File: src/pkg/isol_pkg.sv
// Constants and types shared by the inverter status output logic
package isol_pkg;

  // ==========================================================================
  // Function selector codes
  // ==========================================================================
  localparam logic [4:0] ISOL_SEL_PID_DEV = 5'h04;
  localparam logic [4:0] ISOL_SEL_FAULT = 5'h05;
  localparam logic [4:0] ISOL_SEL_TORQUE = 5'h07;
  localparam logic [4:0] ISOL_SEL_BRK_REL = 5'h13;
  localparam logic [4:0] ISOL_SEL_BRK_FLT = 5'h14;
  localparam logic [4:0] ISOL_SEL_ZERO_SPD = 5'h15;
  localparam logic [4:0] ISOL_SEL_NONE = 5'h1F;

  // Control characteristic codes that select vector control
  localparam logic [2:0] ISOL_CC_SLV = 3'h3;
  localparam logic [2:0] ISOL_CC_SLV_0HZ = 3'h4;
  localparam logic [2:0] ISOL_CC_ENC_VEC = 3'h5;

  // ==========================================================================
  // Default and maximum parameter values (tenths of percent, hundredths of Hz)
  // ==========================================================================
  localparam logic [15:0] ISOL_PID_THR_DEF = 16'h001E;
  localparam logic [15:0] ISOL_PID_THR_MAX = 16'h03E8;
  localparam logic [15:0] ISOL_ZS_THR_DEF = 16'h0000;
  localparam logic [15:0] ISOL_ZS_THR_MAX = 16'h2710;
  localparam logic [15:0] ISOL_TQ_THR_DEF = 16'h03E8;
  localparam logic [15:0] ISOL_TQ_THR_MAX = 16'h07D0;

  // Fault number reported for a brake fault
  localparam logic [7:0] ISOL_BRAKE_FAULT_CODE = 8'h24;

  // ==========================================================================
  // Timing
  // ==========================================================================
  localparam int ISOL_CLK_HZ = 10_000_000;
  localparam int ISOL_FAULT_DELAY_MS = 300;
  localparam int ISOL_FAULT_DELAY_CYC = ISOL_FAULT_DELAY_MS * (ISOL_CLK_HZ / 1000);
  localparam int ISOL_MS_CYC = ISOL_CLK_HZ / 1000;

  // Brake supervision states
  typedef enum logic [1:0] {
    ISOL_BRK_IDLE = 2'b00,
    ISOL_BRK_ACCEL = 2'b01,
    ISOL_BRK_DECEL = 2'b10,
    ISOL_BRK_FAULT = 2'b11
  } isol_brk_state_t;

endpackage

File: src/core/isol_out_mux.sv
// Selector multiplexer that maps a function code onto one output
module isol_out_mux
  import isol_pkg::*;
(
  // Clock and reset
  input wire logic i_mclk,
  input wire logic i_rstn,
  // Selector and internal status signals
  input wire logic [4:0] i_sel,
  input wire logic i_pid_dev,
  input wire logic i_fault,
  input wire logic i_torque,
  input wire logic i_brk_rel,
  input wire logic i_brk_flt,
  input wire logic i_zero_spd,
  // Registered output level
  output logic o_out
);

  logic out_d;

  // Pick one status by code; unknown codes drive inactive
  always_comb begin
    case (i_sel)
      ISOL_SEL_PID_DEV: out_d = i_pid_dev;
      ISOL_SEL_FAULT: out_d = i_fault;
      ISOL_SEL_TORQUE: out_d = i_torque;
      ISOL_SEL_BRK_REL: out_d = i_brk_rel;
      ISOL_SEL_BRK_FLT: out_d = i_brk_flt;
      ISOL_SEL_ZERO_SPD: out_d = i_zero_spd;
      default: out_d = 1'b0;
    endcase
  end

  // Output flip-flop
  always_ff @(posedge i_mclk) begin
    if (!i_rstn) begin
      o_out <= 1'b0;
    end else begin
      o_out <= out_d;
    end
  end

endmodule

File: src/core/isol_status_out.sv
// Status output logic of a motor inverter: supervision functions and output routing
//
// Summary of operation
// - Deviation flag high while setpoint-actual difference exceeds threshold.
// - Deviation checked only with PID active; threshold 0..100 %, default 3.0.
// - Selector code 04 routes the deviation flag to that output.
// - Selector code 05 routes the fault alarm, active while a fault stands.
// - By default the fault alarm goes to the main signal relay.
// - Fault alarm follows a fault after about 300 ms.
// - After supply loss fault alarm holds until DC bus drops below cut-off.
// - Selector code 19 routes the brake release signal.
// - Selector code 20 routes the brake fault signal.
// - Accelerating: brake fault if confirm still inactive at timeout.
// - Decelerating: brake fault if confirm still active at timeout.
// - Brake fault if release wait expires before enable current reached.
// - A brake fault reports the brake fault code as the active fault.
// - Any fault disables motor drive; the motor is not actively stopped.
// - Zero speed flag while frequency below threshold; 0..100 Hz, default 0.
// - Selector code 21 routes the zero speed flag.
// - Torque flag when torque reaches threshold of the current quadrant.
// - Torque flag only in the three vector modes, inactive otherwise.
// - Selector code 07 routes the torque exceeded flag.
// - By default the torque flag goes to digital output 14.
// - Control characteristic 03, 04, 05 are the vector modes.
module isol_status_out
  import isol_pkg::*;
#(
  parameter int FAULT_DELAY_CYC = ISOL_FAULT_DELAY_CYC,
  parameter int MS_CYC = ISOL_MS_CYC,
  parameter int N_OUT = 5
) (
  // Clock and reset
  input wire logic i_mclk,
  input wire logic i_rstn,
  // PID supervision
  input wire logic i_pid_active,
  input wire logic [15:0] i_pid_setpoint,
  input wire logic [15:0] i_pid_actual,
  input wire logic [15:0] i_pid_deviation_threshold,
  // Fault state and supply
  input wire logic i_fault_active,
  input wire logic [7:0] i_fault_code,
  input wire logic i_supply_ok,
  input wire logic i_dc_bus_above_cutoff,
  // Brake control
  input wire logic i_brake_release_req,
  input wire logic i_accel,
  input wire logic i_decel,
  input wire logic i_brake_confirm,
  input wire logic [15:0] i_brake_confirm_timeout,
  input wire logic [15:0] i_brake_release_wait,
  input wire logic [15:0] i_motor_current,
  input wire logic [15:0] i_brake_enable_current,
  // Speed and torque
  input wire logic [15:0] i_actual_freq,
  input wire logic [15:0] i_zero_speed_threshold,
  input wire logic [2:0] i_control_characteristic,
  input wire logic [15:0] i_torque,
  input wire logic i_torque_ccw,
  input wire logic i_torque_regen,
  input wire logic [15:0] i_torque_thr_cw_drive,
  input wire logic [15:0] i_torque_thr_ccw_drive,
  input wire logic [15:0] i_torque_thr_cw_regen,
  input wire logic [15:0] i_torque_thr_ccw_regen,
  // Output selectors, a high level on the strap picks the defaults
  input wire logic i_use_defaults,
  input wire logic [4:0] i_output_selector [N_OUT],
  input wire logic [4:0] i_relay_selector,
  // Routed outputs
  output logic [N_OUT-1:0] o_dig_out,
  output logic o_relay_out,
  // Status
  output logic o_pid_deviation_flag,
  output logic o_fault_alarm,
  output logic o_brake_release,
  output logic o_brake_fault,
  output logic o_zero_speed_flag,
  output logic o_torque_exceeded_flag,
  output logic [7:0] o_active_fault_code,
  output logic o_drive_enable
);

  // ==========================================================================
  // Helpers
  // ==========================================================================
  // Absolute difference of two unsigned values
  function automatic logic [15:0] abs_diff(input logic [15:0] a, input logic [15:0] b);
    abs_diff = (a > b) ? 16'(a - b) : 16'(b - a);
  endfunction

  // Clamp a threshold to its documented maximum
  function automatic logic [15:0] clamp(input logic [15:0] v, input logic [15:0] mx);
    clamp = (v > mx) ? mx : v;
  endfunction

  localparam int FD_W = $clog2(FAULT_DELAY_CYC + 1);
  localparam int MS_W = $clog2(MS_CYC + 1);

  // ==========================================================================
  // PID deviation
  // ==========================================================================
  logic pid_dev_q;

  // Flag follows the comparison while PID control runs
  always_ff @(posedge i_mclk) begin
    if (!i_rstn) begin
      pid_dev_q <= 1'b0;
    end else begin
      pid_dev_q <= i_pid_active &&
                   (abs_diff(i_pid_setpoint, i_pid_actual) >
                    clamp(i_pid_deviation_threshold, ISOL_PID_THR_MAX));
    end
  end

  // ==========================================================================
  // Brake supervision
  // ==========================================================================
  isol_brk_state_t brk_state_q;
  logic [MS_W-1:0] ms_cnt_q;
  logic ms_tick;
  logic [15:0] confirm_ms_q;
  logic [15:0] wait_ms_q;
  logic brk_fault_q;
  logic brk_rel_q;
  logic cur_ok_q;

  assign ms_tick = (ms_cnt_q == MS_W'(MS_CYC - 1));

  // Millisecond enable divider
  always_ff @(posedge i_mclk) begin
    if (!i_rstn) begin
      ms_cnt_q <= '0;
    end else if (ms_tick) begin
      ms_cnt_q <= '0;
    end else begin
      ms_cnt_q <= ms_cnt_q + 1'b1;
    end
  end

  // Supervision state machine with confirm timer
  always_ff @(posedge i_mclk) begin
    if (!i_rstn) begin
      brk_state_q <= ISOL_BRK_IDLE;
      confirm_ms_q <= '0;
    end else begin
      case (brk_state_q)
        ISOL_BRK_IDLE: begin
          confirm_ms_q <= '0;
          if (i_accel) begin
            brk_state_q <= ISOL_BRK_ACCEL;
          end else if (i_decel) begin
            brk_state_q <= ISOL_BRK_DECEL;
          end
        end
        ISOL_BRK_ACCEL: begin
          if (i_brake_confirm) begin
            brk_state_q <= ISOL_BRK_IDLE;
          end else if (ms_tick && confirm_ms_q >= i_brake_confirm_timeout) begin
            brk_state_q <= ISOL_BRK_FAULT;
          end else if (ms_tick) begin
            confirm_ms_q <= confirm_ms_q + 1'b1;
          end
        end
        ISOL_BRK_DECEL: begin
          if (!i_brake_confirm) begin
            brk_state_q <= ISOL_BRK_IDLE;
          end else if (ms_tick && confirm_ms_q >= i_brake_confirm_timeout) begin
            brk_state_q <= ISOL_BRK_FAULT;
          end else if (ms_tick) begin
            confirm_ms_q <= confirm_ms_q + 1'b1;
          end
        end
        default: begin
          if (!i_accel && !i_decel && !i_brake_release_req) begin
            brk_state_q <= ISOL_BRK_IDLE;
          end
        end
      endcase
    end
  end

  // Release wait timer against the brake enable current
  always_ff @(posedge i_mclk) begin
    if (!i_rstn) begin
      wait_ms_q <= '0;
      cur_ok_q <= 1'b0;
    end else if (!i_brake_release_req) begin
      wait_ms_q <= '0;
      cur_ok_q <= 1'b0;
    end else begin
      if (i_motor_current >= i_brake_enable_current) begin
        cur_ok_q <= 1'b1;
      end
      if (ms_tick && wait_ms_q != 16'hFFFF) begin
        wait_ms_q <= wait_ms_q + 1'b1;
      end
    end
  end

  // Brake fault and release outputs
  always_ff @(posedge i_mclk) begin
    if (!i_rstn) begin
      brk_fault_q <= 1'b0;
      brk_rel_q <= 1'b0;
    end else begin
      brk_fault_q <= (brk_state_q == ISOL_BRK_FAULT) ||
                     (i_brake_release_req && !cur_ok_q &&
                      wait_ms_q >= i_brake_release_wait);
      brk_rel_q <= i_brake_release_req && !brk_fault_q;
    end
  end

  // ==========================================================================
  // Fault alarm, fault code and drive enable
  // ==========================================================================
  logic fault_any;
  logic [FD_W-1:0] fault_cnt_q;
  logic alarm_q;
  logic [7:0] code_q;
  logic drv_en_q;

  assign fault_any = i_fault_active || brk_fault_q;

  // Delay from fault to alarm; hold after supply loss until bus drops
  always_ff @(posedge i_mclk) begin
    if (!i_rstn) begin
      fault_cnt_q <= '0;
      alarm_q <= 1'b0;
    end else if (!i_supply_ok) begin
      alarm_q <= alarm_q && i_dc_bus_above_cutoff;
    end else if (!fault_any) begin
      fault_cnt_q <= '0;
      alarm_q <= 1'b0;
    end else if (fault_cnt_q >= FD_W'(FAULT_DELAY_CYC - 1)) begin
      alarm_q <= 1'b1;
    end else begin
      fault_cnt_q <= fault_cnt_q + 1'b1;
    end
  end

  // Active fault code and drive inhibit
  always_ff @(posedge i_mclk) begin
    if (!i_rstn) begin
      code_q <= 8'h00;
      drv_en_q <= 1'b0;
    end else begin
      if (brk_fault_q) begin
        code_q <= ISOL_BRAKE_FAULT_CODE;
      end else if (i_fault_active) begin
        code_q <= i_fault_code;
      end else begin
        code_q <= 8'h00;
      end
      drv_en_q <= !fault_any;
    end
  end

  // ==========================================================================
  // Zero speed and torque
  // ==========================================================================
  logic zs_q;
  logic tq_q;
  logic vec_mode;
  logic [15:0] tq_thr;

  assign vec_mode = (i_control_characteristic == ISOL_CC_SLV) ||
                    (i_control_characteristic == ISOL_CC_SLV_0HZ) ||
                    (i_control_characteristic == ISOL_CC_ENC_VEC);

  // Threshold of the present quadrant
  always_comb begin
    case ({i_torque_ccw, i_torque_regen})
      2'b00: tq_thr = i_torque_thr_cw_drive;
      2'b01: tq_thr = i_torque_thr_cw_regen;
      2'b10: tq_thr = i_torque_thr_ccw_drive;
      default: tq_thr = i_torque_thr_ccw_regen;
    endcase
  end

  // Comparisons
  always_ff @(posedge i_mclk) begin
    if (!i_rstn) begin
      zs_q <= 1'b0;
      tq_q <= 1'b0;
    end else begin
      zs_q <= i_actual_freq < clamp(i_zero_speed_threshold, ISOL_ZS_THR_MAX);
      tq_q <= vec_mode &&
              (i_torque >= clamp(tq_thr, ISOL_TQ_THR_MAX));
    end
  end

  // ==========================================================================
  // Output routing
  // ==========================================================================
  logic [4:0] sel [N_OUT+1];

  // Defaults: torque on output 14, fault alarm on the relay, others unused
  always_comb begin
    for (int k = 0; k < N_OUT; k++) begin
      if (i_use_defaults) begin
        sel[k] = (k == 3) ? ISOL_SEL_TORQUE : ISOL_SEL_NONE;
      end else begin
        sel[k] = i_output_selector[k];
      end
    end
    sel[N_OUT] = i_use_defaults ? ISOL_SEL_FAULT : i_relay_selector;
  end

  for (genvar g = 0; g <= N_OUT; g++) begin : g_mux
    logic mux_out;
    isol_out_mux u_mux (
      .i_mclk(i_mclk),
      .i_rstn(i_rstn),
      .i_sel(sel[g]),
      .i_pid_dev(pid_dev_q),
      .i_fault(alarm_q),
      .i_torque(tq_q),
      .i_brk_rel(brk_rel_q),
      .i_brk_flt(brk_fault_q),
      .i_zero_spd(zs_q),
      .o_out(mux_out)
    );
    if (g < N_OUT) begin : g_dig
      assign o_dig_out[g] = mux_out;
    end else begin : g_rel
      assign o_relay_out = mux_out;
    end
  end

  // Status outputs straight from flip-flops
  assign o_pid_deviation_flag = pid_dev_q;
  assign o_fault_alarm = alarm_q;
  assign o_brake_release = brk_rel_q;
  assign o_brake_fault = brk_fault_q;
  assign o_zero_speed_flag = zs_q;
  assign o_torque_exceeded_flag = tq_q;
  assign o_active_fault_code = code_q;
  assign o_drive_enable = drv_en_q;

endmodule

File: config.mk
export PLATFORM = sky130hd
export DESIGN_NAME = isol_status_out
export DESIGN_NICKNAME = d
export VERILOG_FILES = /design/src/pkg/isol_pkg.sv /design/src/core/isol_out_mux.sv /design/src/core/isol_status_out.sv
export SDC_FILE = /design/constraint.sdc
export NUM_CORES = 1
export LEC_CHECK = 0
export BUFFER_PORTS_ARGS = -buffer_cell sky130_fd_sc_hd__buf_2
export CAP_MARGIN = 15
export CORE_UTILIZATION = 57
export CTS_CLUSTER_DIAMETER = 200
export DETAILED_ROUTE_END_ITERATION = 8
export PLACE_DENSITY_LB_ADDON = 0.2
export SKIP_LAST_GASP = 1
export SLEW_MARGIN = 0
export SYNTH_ARGS = -nofsm -noshare
export SYNTH_HDL_FRONTEND = slang
export SYNTH_SLANG_ARGS = --single-unit
File: constraint.sdc
create_clock -name i_mclk -period 9.4 [get_ports i_mclk]
set_input_delay 0.94 -clock i_mclk [delete_from_list [all_inputs] [get_ports i_mclk]]
set_output_delay 0.94 -clock i_mclk [all_outputs]
set_load 0.03 [all_outputs]
# Word-level counts from Yosys, hierarchy flattened
# Index checks and enable logic that the tools add are counted.
# W data, S select, Z words.
dict set report classes {
  addsub 6
  mul 0
  div_mod_pow 0
  order_cmp 11
  n_eq_ne 51
  shift 0
  mux 36
  n_bitwise 2
  n_reduce_logical 30
}
# op count
set op_table {}
lappend op_table {{$mux W16} 8}
lappend op_table {{$pmux W16 S3} 2}
lappend op_table {{$eq A5 B3 Y1 const B} 18}
lappend op_table {{$eq A5 B5 Y1 const B} 18}
lappend op_table {{$ge A16 B16 Y1} 4}
lappend op_table {{$mux W22} 2}
lappend op_table {{$pmux W1 S6} 6}
lappend op_table {{$add A16 B1 Y16 const B} 2}
lappend op_table {{$gt A16 B16 Y1} 2}
lappend op_table {{$sub A16 B16 Y16} 2}
lappend op_table {{$mux W5} 6}
lappend op_table {{$add A22 B1 Y22 const B} 1}
lappend op_table {{$ge A22 B22 Y1 const B} 1}
lappend op_table {{$gt A16 B10 Y1 const B} 1}
lappend op_table {{$gt A16 B11 Y1 const B} 1}
lappend op_table {{$gt A16 B14 Y1 const B} 1}
lappend op_table {{$lt A16 B16 Y1} 1}
lappend op_table {{$ne A16 B16 Y1 const B} 1}
lappend op_table {{$add A14 B1 Y14 const B} 1}
lappend op_table {{$eq A14 B14 Y1 const B} 1}
lappend op_table {{$mux W2} 6}
lappend op_table {{$mux W6} 2}
lappend op_table {{$logic_and A1 B1 Y1} 10}
lappend op_table {{$eq A2 B2 Y1 const B} 3}
lappend op_table {{other kinds (18)} 36}
dict set report totals {
  register_bits 92
  latchBits 0
  ramBits 0
  rom_bits 0
  input_bits 278
  elab_cells 157
  n_memories 0
}

# Longest topological paths before layout
dict set report logic_depth {
  word_depth 6
  mapped_depth 20
}

# Hierarchy
# A second synthesis with hierarchy kept.
dict set report unflattened {
  cells_unflattened 1165
  hier_area_um2 9307.7
}
# mod n_inst cells_per_inst area_per_inst_um2 seq_area_each_um2
set modules_own_cells {}
lappend modules_own_cells {isol_status_out 1 1093 8587.0 1721.7}
lappend modules_own_cells {isol_out_mux 6 12 120.1 20.0}

# Worst setup path before layout
# No wires, ideal clock.
dict set report synth_path {
  path_type {input port to flip-flop}
  start {input i_pid_setpoint[0]}
  end {register pid_dev_q (netlist: o_pid_deviation_flag)}
  setup_ns 0.122
  t_arrival_ns 3.899
  t_required_ns 9.278
  path_slack_ns 5.379
  path_stages 19
  path_buffers 1
  cell_sequence {inv_1 -> ha_1 -> inv_1 -> fa_1 -> a21o_1 -> a221oi_2 -> a21o_2 -> a2bb2oi_4 -> buf_2 -> o211ai_1 -> o41ai_2 -> xnor2_1 -> ha_1 -> a21o_1 -> a21o_1 -> a21oi_1 -> o21ai_0 -> o2111ai_1 -> a21oi_1}
}
dict set report synth_via {
  elab_chain_len 4
  word_cells_on_any_way 6
  classes_between {add/sub: 2; order compare: 2; mux: 1; reduce/logical: 1}
}
# item line
set synth_rtl {}
lappend synth_rtl {{start, declared} isol_status_out.sv:37} ;# input wire logic [15:0] i_pid_setpoint,
lappend synth_rtl {{$sub A16 B16 Y16 / $gt A16 B16 Y1 (equally long branches)} isol_status_out.sv:88} ;# abs_diff = (a > b) ? 16'(a - b) : 16'(b - a);
lappend synth_rtl {{$mux W16 (*)} isol_status_out.sv:88}
lappend synth_rtl {{$gt A16 B16 Y1 (*)} isol_status_out.sv:110} ;# (abs_diff(i_pid_setpoint, i_pid_actual) >
lappend synth_rtl {{$logic_and A1 B1 Y1 (*)} isol_status_out.sv:109} ;# pid_dev_q <= i_pid_active &&
lappend synth_rtl {{end signal, assigned} isol_status_out.sv:109}
lappend synth_rtl {{end, declared} isol_status_out.sv:102} ;# logic pid_dev_q;
# Every way passes the cells marked *; elsewhere a longest branch is shown, timed or not.
# A chain may end at the register's enable or synchronous reset.

# Worst setup path after layout
# Same ends and word-level chain as after synthesis.

==> metrics.cfg <==
[critical_path]
rrSetupSlack_ps = 6810
crit_end = o_pid_deviation_flag$_SDFF_PN0_
worst-path-stages = 19
critPathSlowestCell = a2bb2oi_4
timing.rr.start = confirm_ms_q[0]$_SDFFE_PN0P_
crit_start = i_pid_setpoint[0]
cpMostUsedCell = a21o_1
cp-end-kind = flip-flop
crit_arrival_ps = 4620
path_cells = buf_2 > inv_1 > ha_1 > inv_1 > fa_1 > a21o_1 > a221oi_2 > a21o_2 > a2bb2oi_4 > a211oi_1 > a211oi_2 > xnor2_1 > ha_1 > a21o_1 > a21o_1 > a21oi_1 > o21ai_0 > o2111ai_1 > a21oi_1
cp-start-kind = primary input
cp_top_family = compound AO/OA/AOI/OAI gates
critPathRequiredTime_ps = 9630
r2r_end = confirm_ms_q[5]$_SDFFE_PN0P_
max_stage_delay_ps = 540
critPathMaxFanout = 24
r2r_cells = 10
crit_buf_inv = 3
path_class = in2reg

[drt]
drtIter0Drc = 665
dr.pass1.iters = 5
wirelength_um = 25300
via_per_inst = 5.73
drc_errors = 0
num_vias = 9389
wl_per_cell_um = 15.5
antenna_left = 0

[sta]
final-max-slew-violation-count = 0
worst_slew_pin_slew_ps = 882
rsz0062_at_grt = false
fin_worst_skew_ps = 10.7
finalCritPeriodShare_pct = 46.7
fmax_mhz = 228
fin_setup_tns_ps = 0
min_period_ps = 4390
slew_headroom_pct = 41.2
setup_ws_ps = 5010
hold_violations = 0
setup_viol = 0

[clock_tree]
cts_resized = 0
clock-sinks = 92
postCtsHoldBufs = 0
clockRootBuffer = clkbuf_16
clk-insertion-delay-late_ps = 340
cts_tree = yes
cts_max_level = 3
cts_buffers = 9
post_cts_buffers = 0
cts.path.max_buffers = 2
path_clk_slew_ps = 60

[synthesis]
synth_area_sq_mm = 0.00910
netlist.area_leader.share_pct = 20.2
postSynth.asyncResetShare_pct = 0
ys_top_cells_by_area = dfxtp_1 (20%), ha_1 (18%), inv_1 (3.8%), nor2_1 (3.8%), nand2_1 (3.8%)
yosysTopAreaCell = dfxtp_1
synth_ff_type = dfxtp_1
ys_types = 78
syn_avg_cell_area_sq_um = 8.02
ys_ff_latch = 92
syn_inst = 1135
synth_edf_count = 0
yosysSeqAreaShare_pct = 20.2
yosys_warnings = 0

[pwr]
comb_power_share_pct = 34.9
peakVddDrop_v = 0.0000834
finalPower_mw = 1.18
seqPwrFrac_pct = 34.6
clkPwrFrac_pct = 30.5
p_int_uw = 781
powerDensity_mw_per_mm2 = 107
p_switching_uw = 397
p_sw_share_pct = 33.7
p_leak_nw = 5.58

[floorplanning]
die-height_um = 128
fp.dieW_um = 128
die_area_sq_mm = 0.0165
rows = 45
start_util_pct = 59.2
io_pins = 299
design.core.area_sq_mm = 0.0154

[global_route]
grt_overflow = 0
grt_pass1_vias = 8652
grt.total_usage_pct = 30.4
grt_antenna_before_repair = 9
grt_max_degree = 37
grt_pass1_wl_um = 40400

[layout]
drive_above_1_share_pct = 24.9
final_area_sq_mm = 0.0110
utilization_pct = 71.5
num-nets-final = 1829
fillers = 1300
area_growth_pct = 20.7

[placed_design]
dp_hpwl_um = 20700
place_ws_ps = 4680
gp_congestion = 0.972
portBuffers = 298
place_area_sq_mm = 0.0107

[outcome]
status = completed

[hold_path]
hp-class = reg2reg

[flow_run]
max-cap-violations = 0

-- cells in the final DEF, fill, tap and decap left out, types with 6 or more instances in the layout --
cell type,instances
buf_2,298
ha_1,134
inv_1,92
nor2_1,92
dfxtp_1,92
nand2_1,91
a21oi_1,68
o21ai_0,49
nand3_1,44
a21o_1,37
nor3_1,31
and3_1,27
xnor2_1,24
nand4_1,23
and2_1,22
xor2_1,22
nor2b_1,22
mux2i_1,18
nand2b_1,14
a211oi_1,13
conb_1,13
a211o_1,12
and4_1,11
mux4_2,10
o21a_1,9
a2111o_1,9
clkbuf_16,9
diode_2,8
mux2_2,8
a31oi_1,8
or3_1,7
o2111ai_1,7
o21ai_1,7
o211ai_1,7
nor4_1,6
a22o_1,6
-- flip-flops by register name, summed over array words and instances, names as in the netlist, 2 cells and up --
register and flops:
brk_state_q 2, confirm_ms_q 16, fault_cnt_q 22, g_mux.u_mux.o_out 6, ms_cnt_q 14, o_active_fault_code 8, wait_ms_q 16
-- power groups by stage --
stage               registers, mW  logic [mW]  clock network [mW]
floorplan                   0.420       0.273                   0
global placement            0.416       0.391                   0
detailed placement          0.416       0.403                   0
CTS                         0.407       0.406               0.364
global route                0.409       0.458               0.382
finish                      0.408       0.411               0.359
-- synth_stat cells, drive strengths merged, types with 6 or more instances --
master   count
and3        28
a22o         6
or3          7
dfxtp       92
nand2       91
a21o        38
buf         28
a2111o       9
ha         134
xnor2       24
and4        12
nor4         6
and2        22
nor3        33
inv         92
mux2i       18
xor2        22
nand3       45
nor2b       22
nor2        93
a211oi      16
a31oi        8
mux4        11
o2111ai      7
clkbuf      14
nand2b      14
a211o       12
a21oi       69
o21ai       57
nand4       25
o21a         9
mux2         8
o211ai       7
-- per-stage QoR --
step	hold WS [ps]	cells
finish	473	1639
floorplan	430	1147
global route	494	1639
global placement	454	1615
detailed placement	460	1615
CTS	474	1631
-- logic make-up (layout without fill, tap and decap cells) --
kind of cell / count (synthesis) / after routing / synth area share, %
compound gates: 272 / 272 / 20.7
simple gates: 417 / 417 / 23.7
flops: 92 / 92 / 20.2
mux: 37 / 37 / 5.73
fa+ha+maj: 136 / 136 / 18.9
xor+xnor: 46 / 46 / 4.43
other cells: 1 / 21 / 0.0412
buf+inv: 134 / 407 / 6.35
-- worst min-delay path by stage --
stage | startpoint | endpoint | slack [ps] | cells past startpoint
2_1_floorplan | ms_cnt_q[0]$_SDFF_PP0_ | ms_cnt_q[0]$_SDFF_PP0_ | 430 | 1
3_3_place_gp | ms_cnt_q[0]$_SDFF_PP0_ | ms_cnt_q[0]$_SDFF_PP0_ | 450 | 1
3_5_place_dp | ms_cnt_q[0]$_SDFF_PP0_ | ms_cnt_q[0]$_SDFF_PP0_ | 460 | 1
4_1_cts | ms_cnt_q[0]$_SDFF_PP0_ | ms_cnt_q[0]$_SDFF_PP0_ | 470 | 1
5_1_grt | ms_cnt_q[0]$_SDFF_PP0_ | ms_cnt_q[0]$_SDFF_PP0_ | 490 | 1
6_report | ms_cnt_q[0]$_SDFF_PP0_ | ms_cnt_q[0]$_SDFF_PP0_ | 470 | 1
-- final cells by class --
type / count / area [sq um] / share of cell area [%]
tap: 211 / 264 / 2.40
sequential: 92 / 1840 / 16.8
timing repair buffer: 299 / 1500 / 13.6
antenna: 8 / 20.0 / 0.182
inverter: 92 / 345 / 3.14
multi-input combinational: 921 / 6730 / 61.2
clock inverter: 6 / 63.8 / 0.581
clock buffer: 10 / 229 / 2.08
-- routing by layer --
metal | GRT usage (%) | wire length [um]
met5 | 0 | 13
met3 | 4.32 | 1400
met1 | 36.6 | 10600
met2 | 53.3 | 12400
met4 | 14.6 | 887
-- worst reg2reg max path, delay by kind of cell, from the launching register on --
kind | cells | cell delay (ps)
compound gates | 5 | 1150
flops | 1 | 430
buf+inv | 2 | 310
fa+ha+maj | 1 | 260
mux | 1 | 220
simple gates | 1 | 140
(Power assumes the default switching activity.)
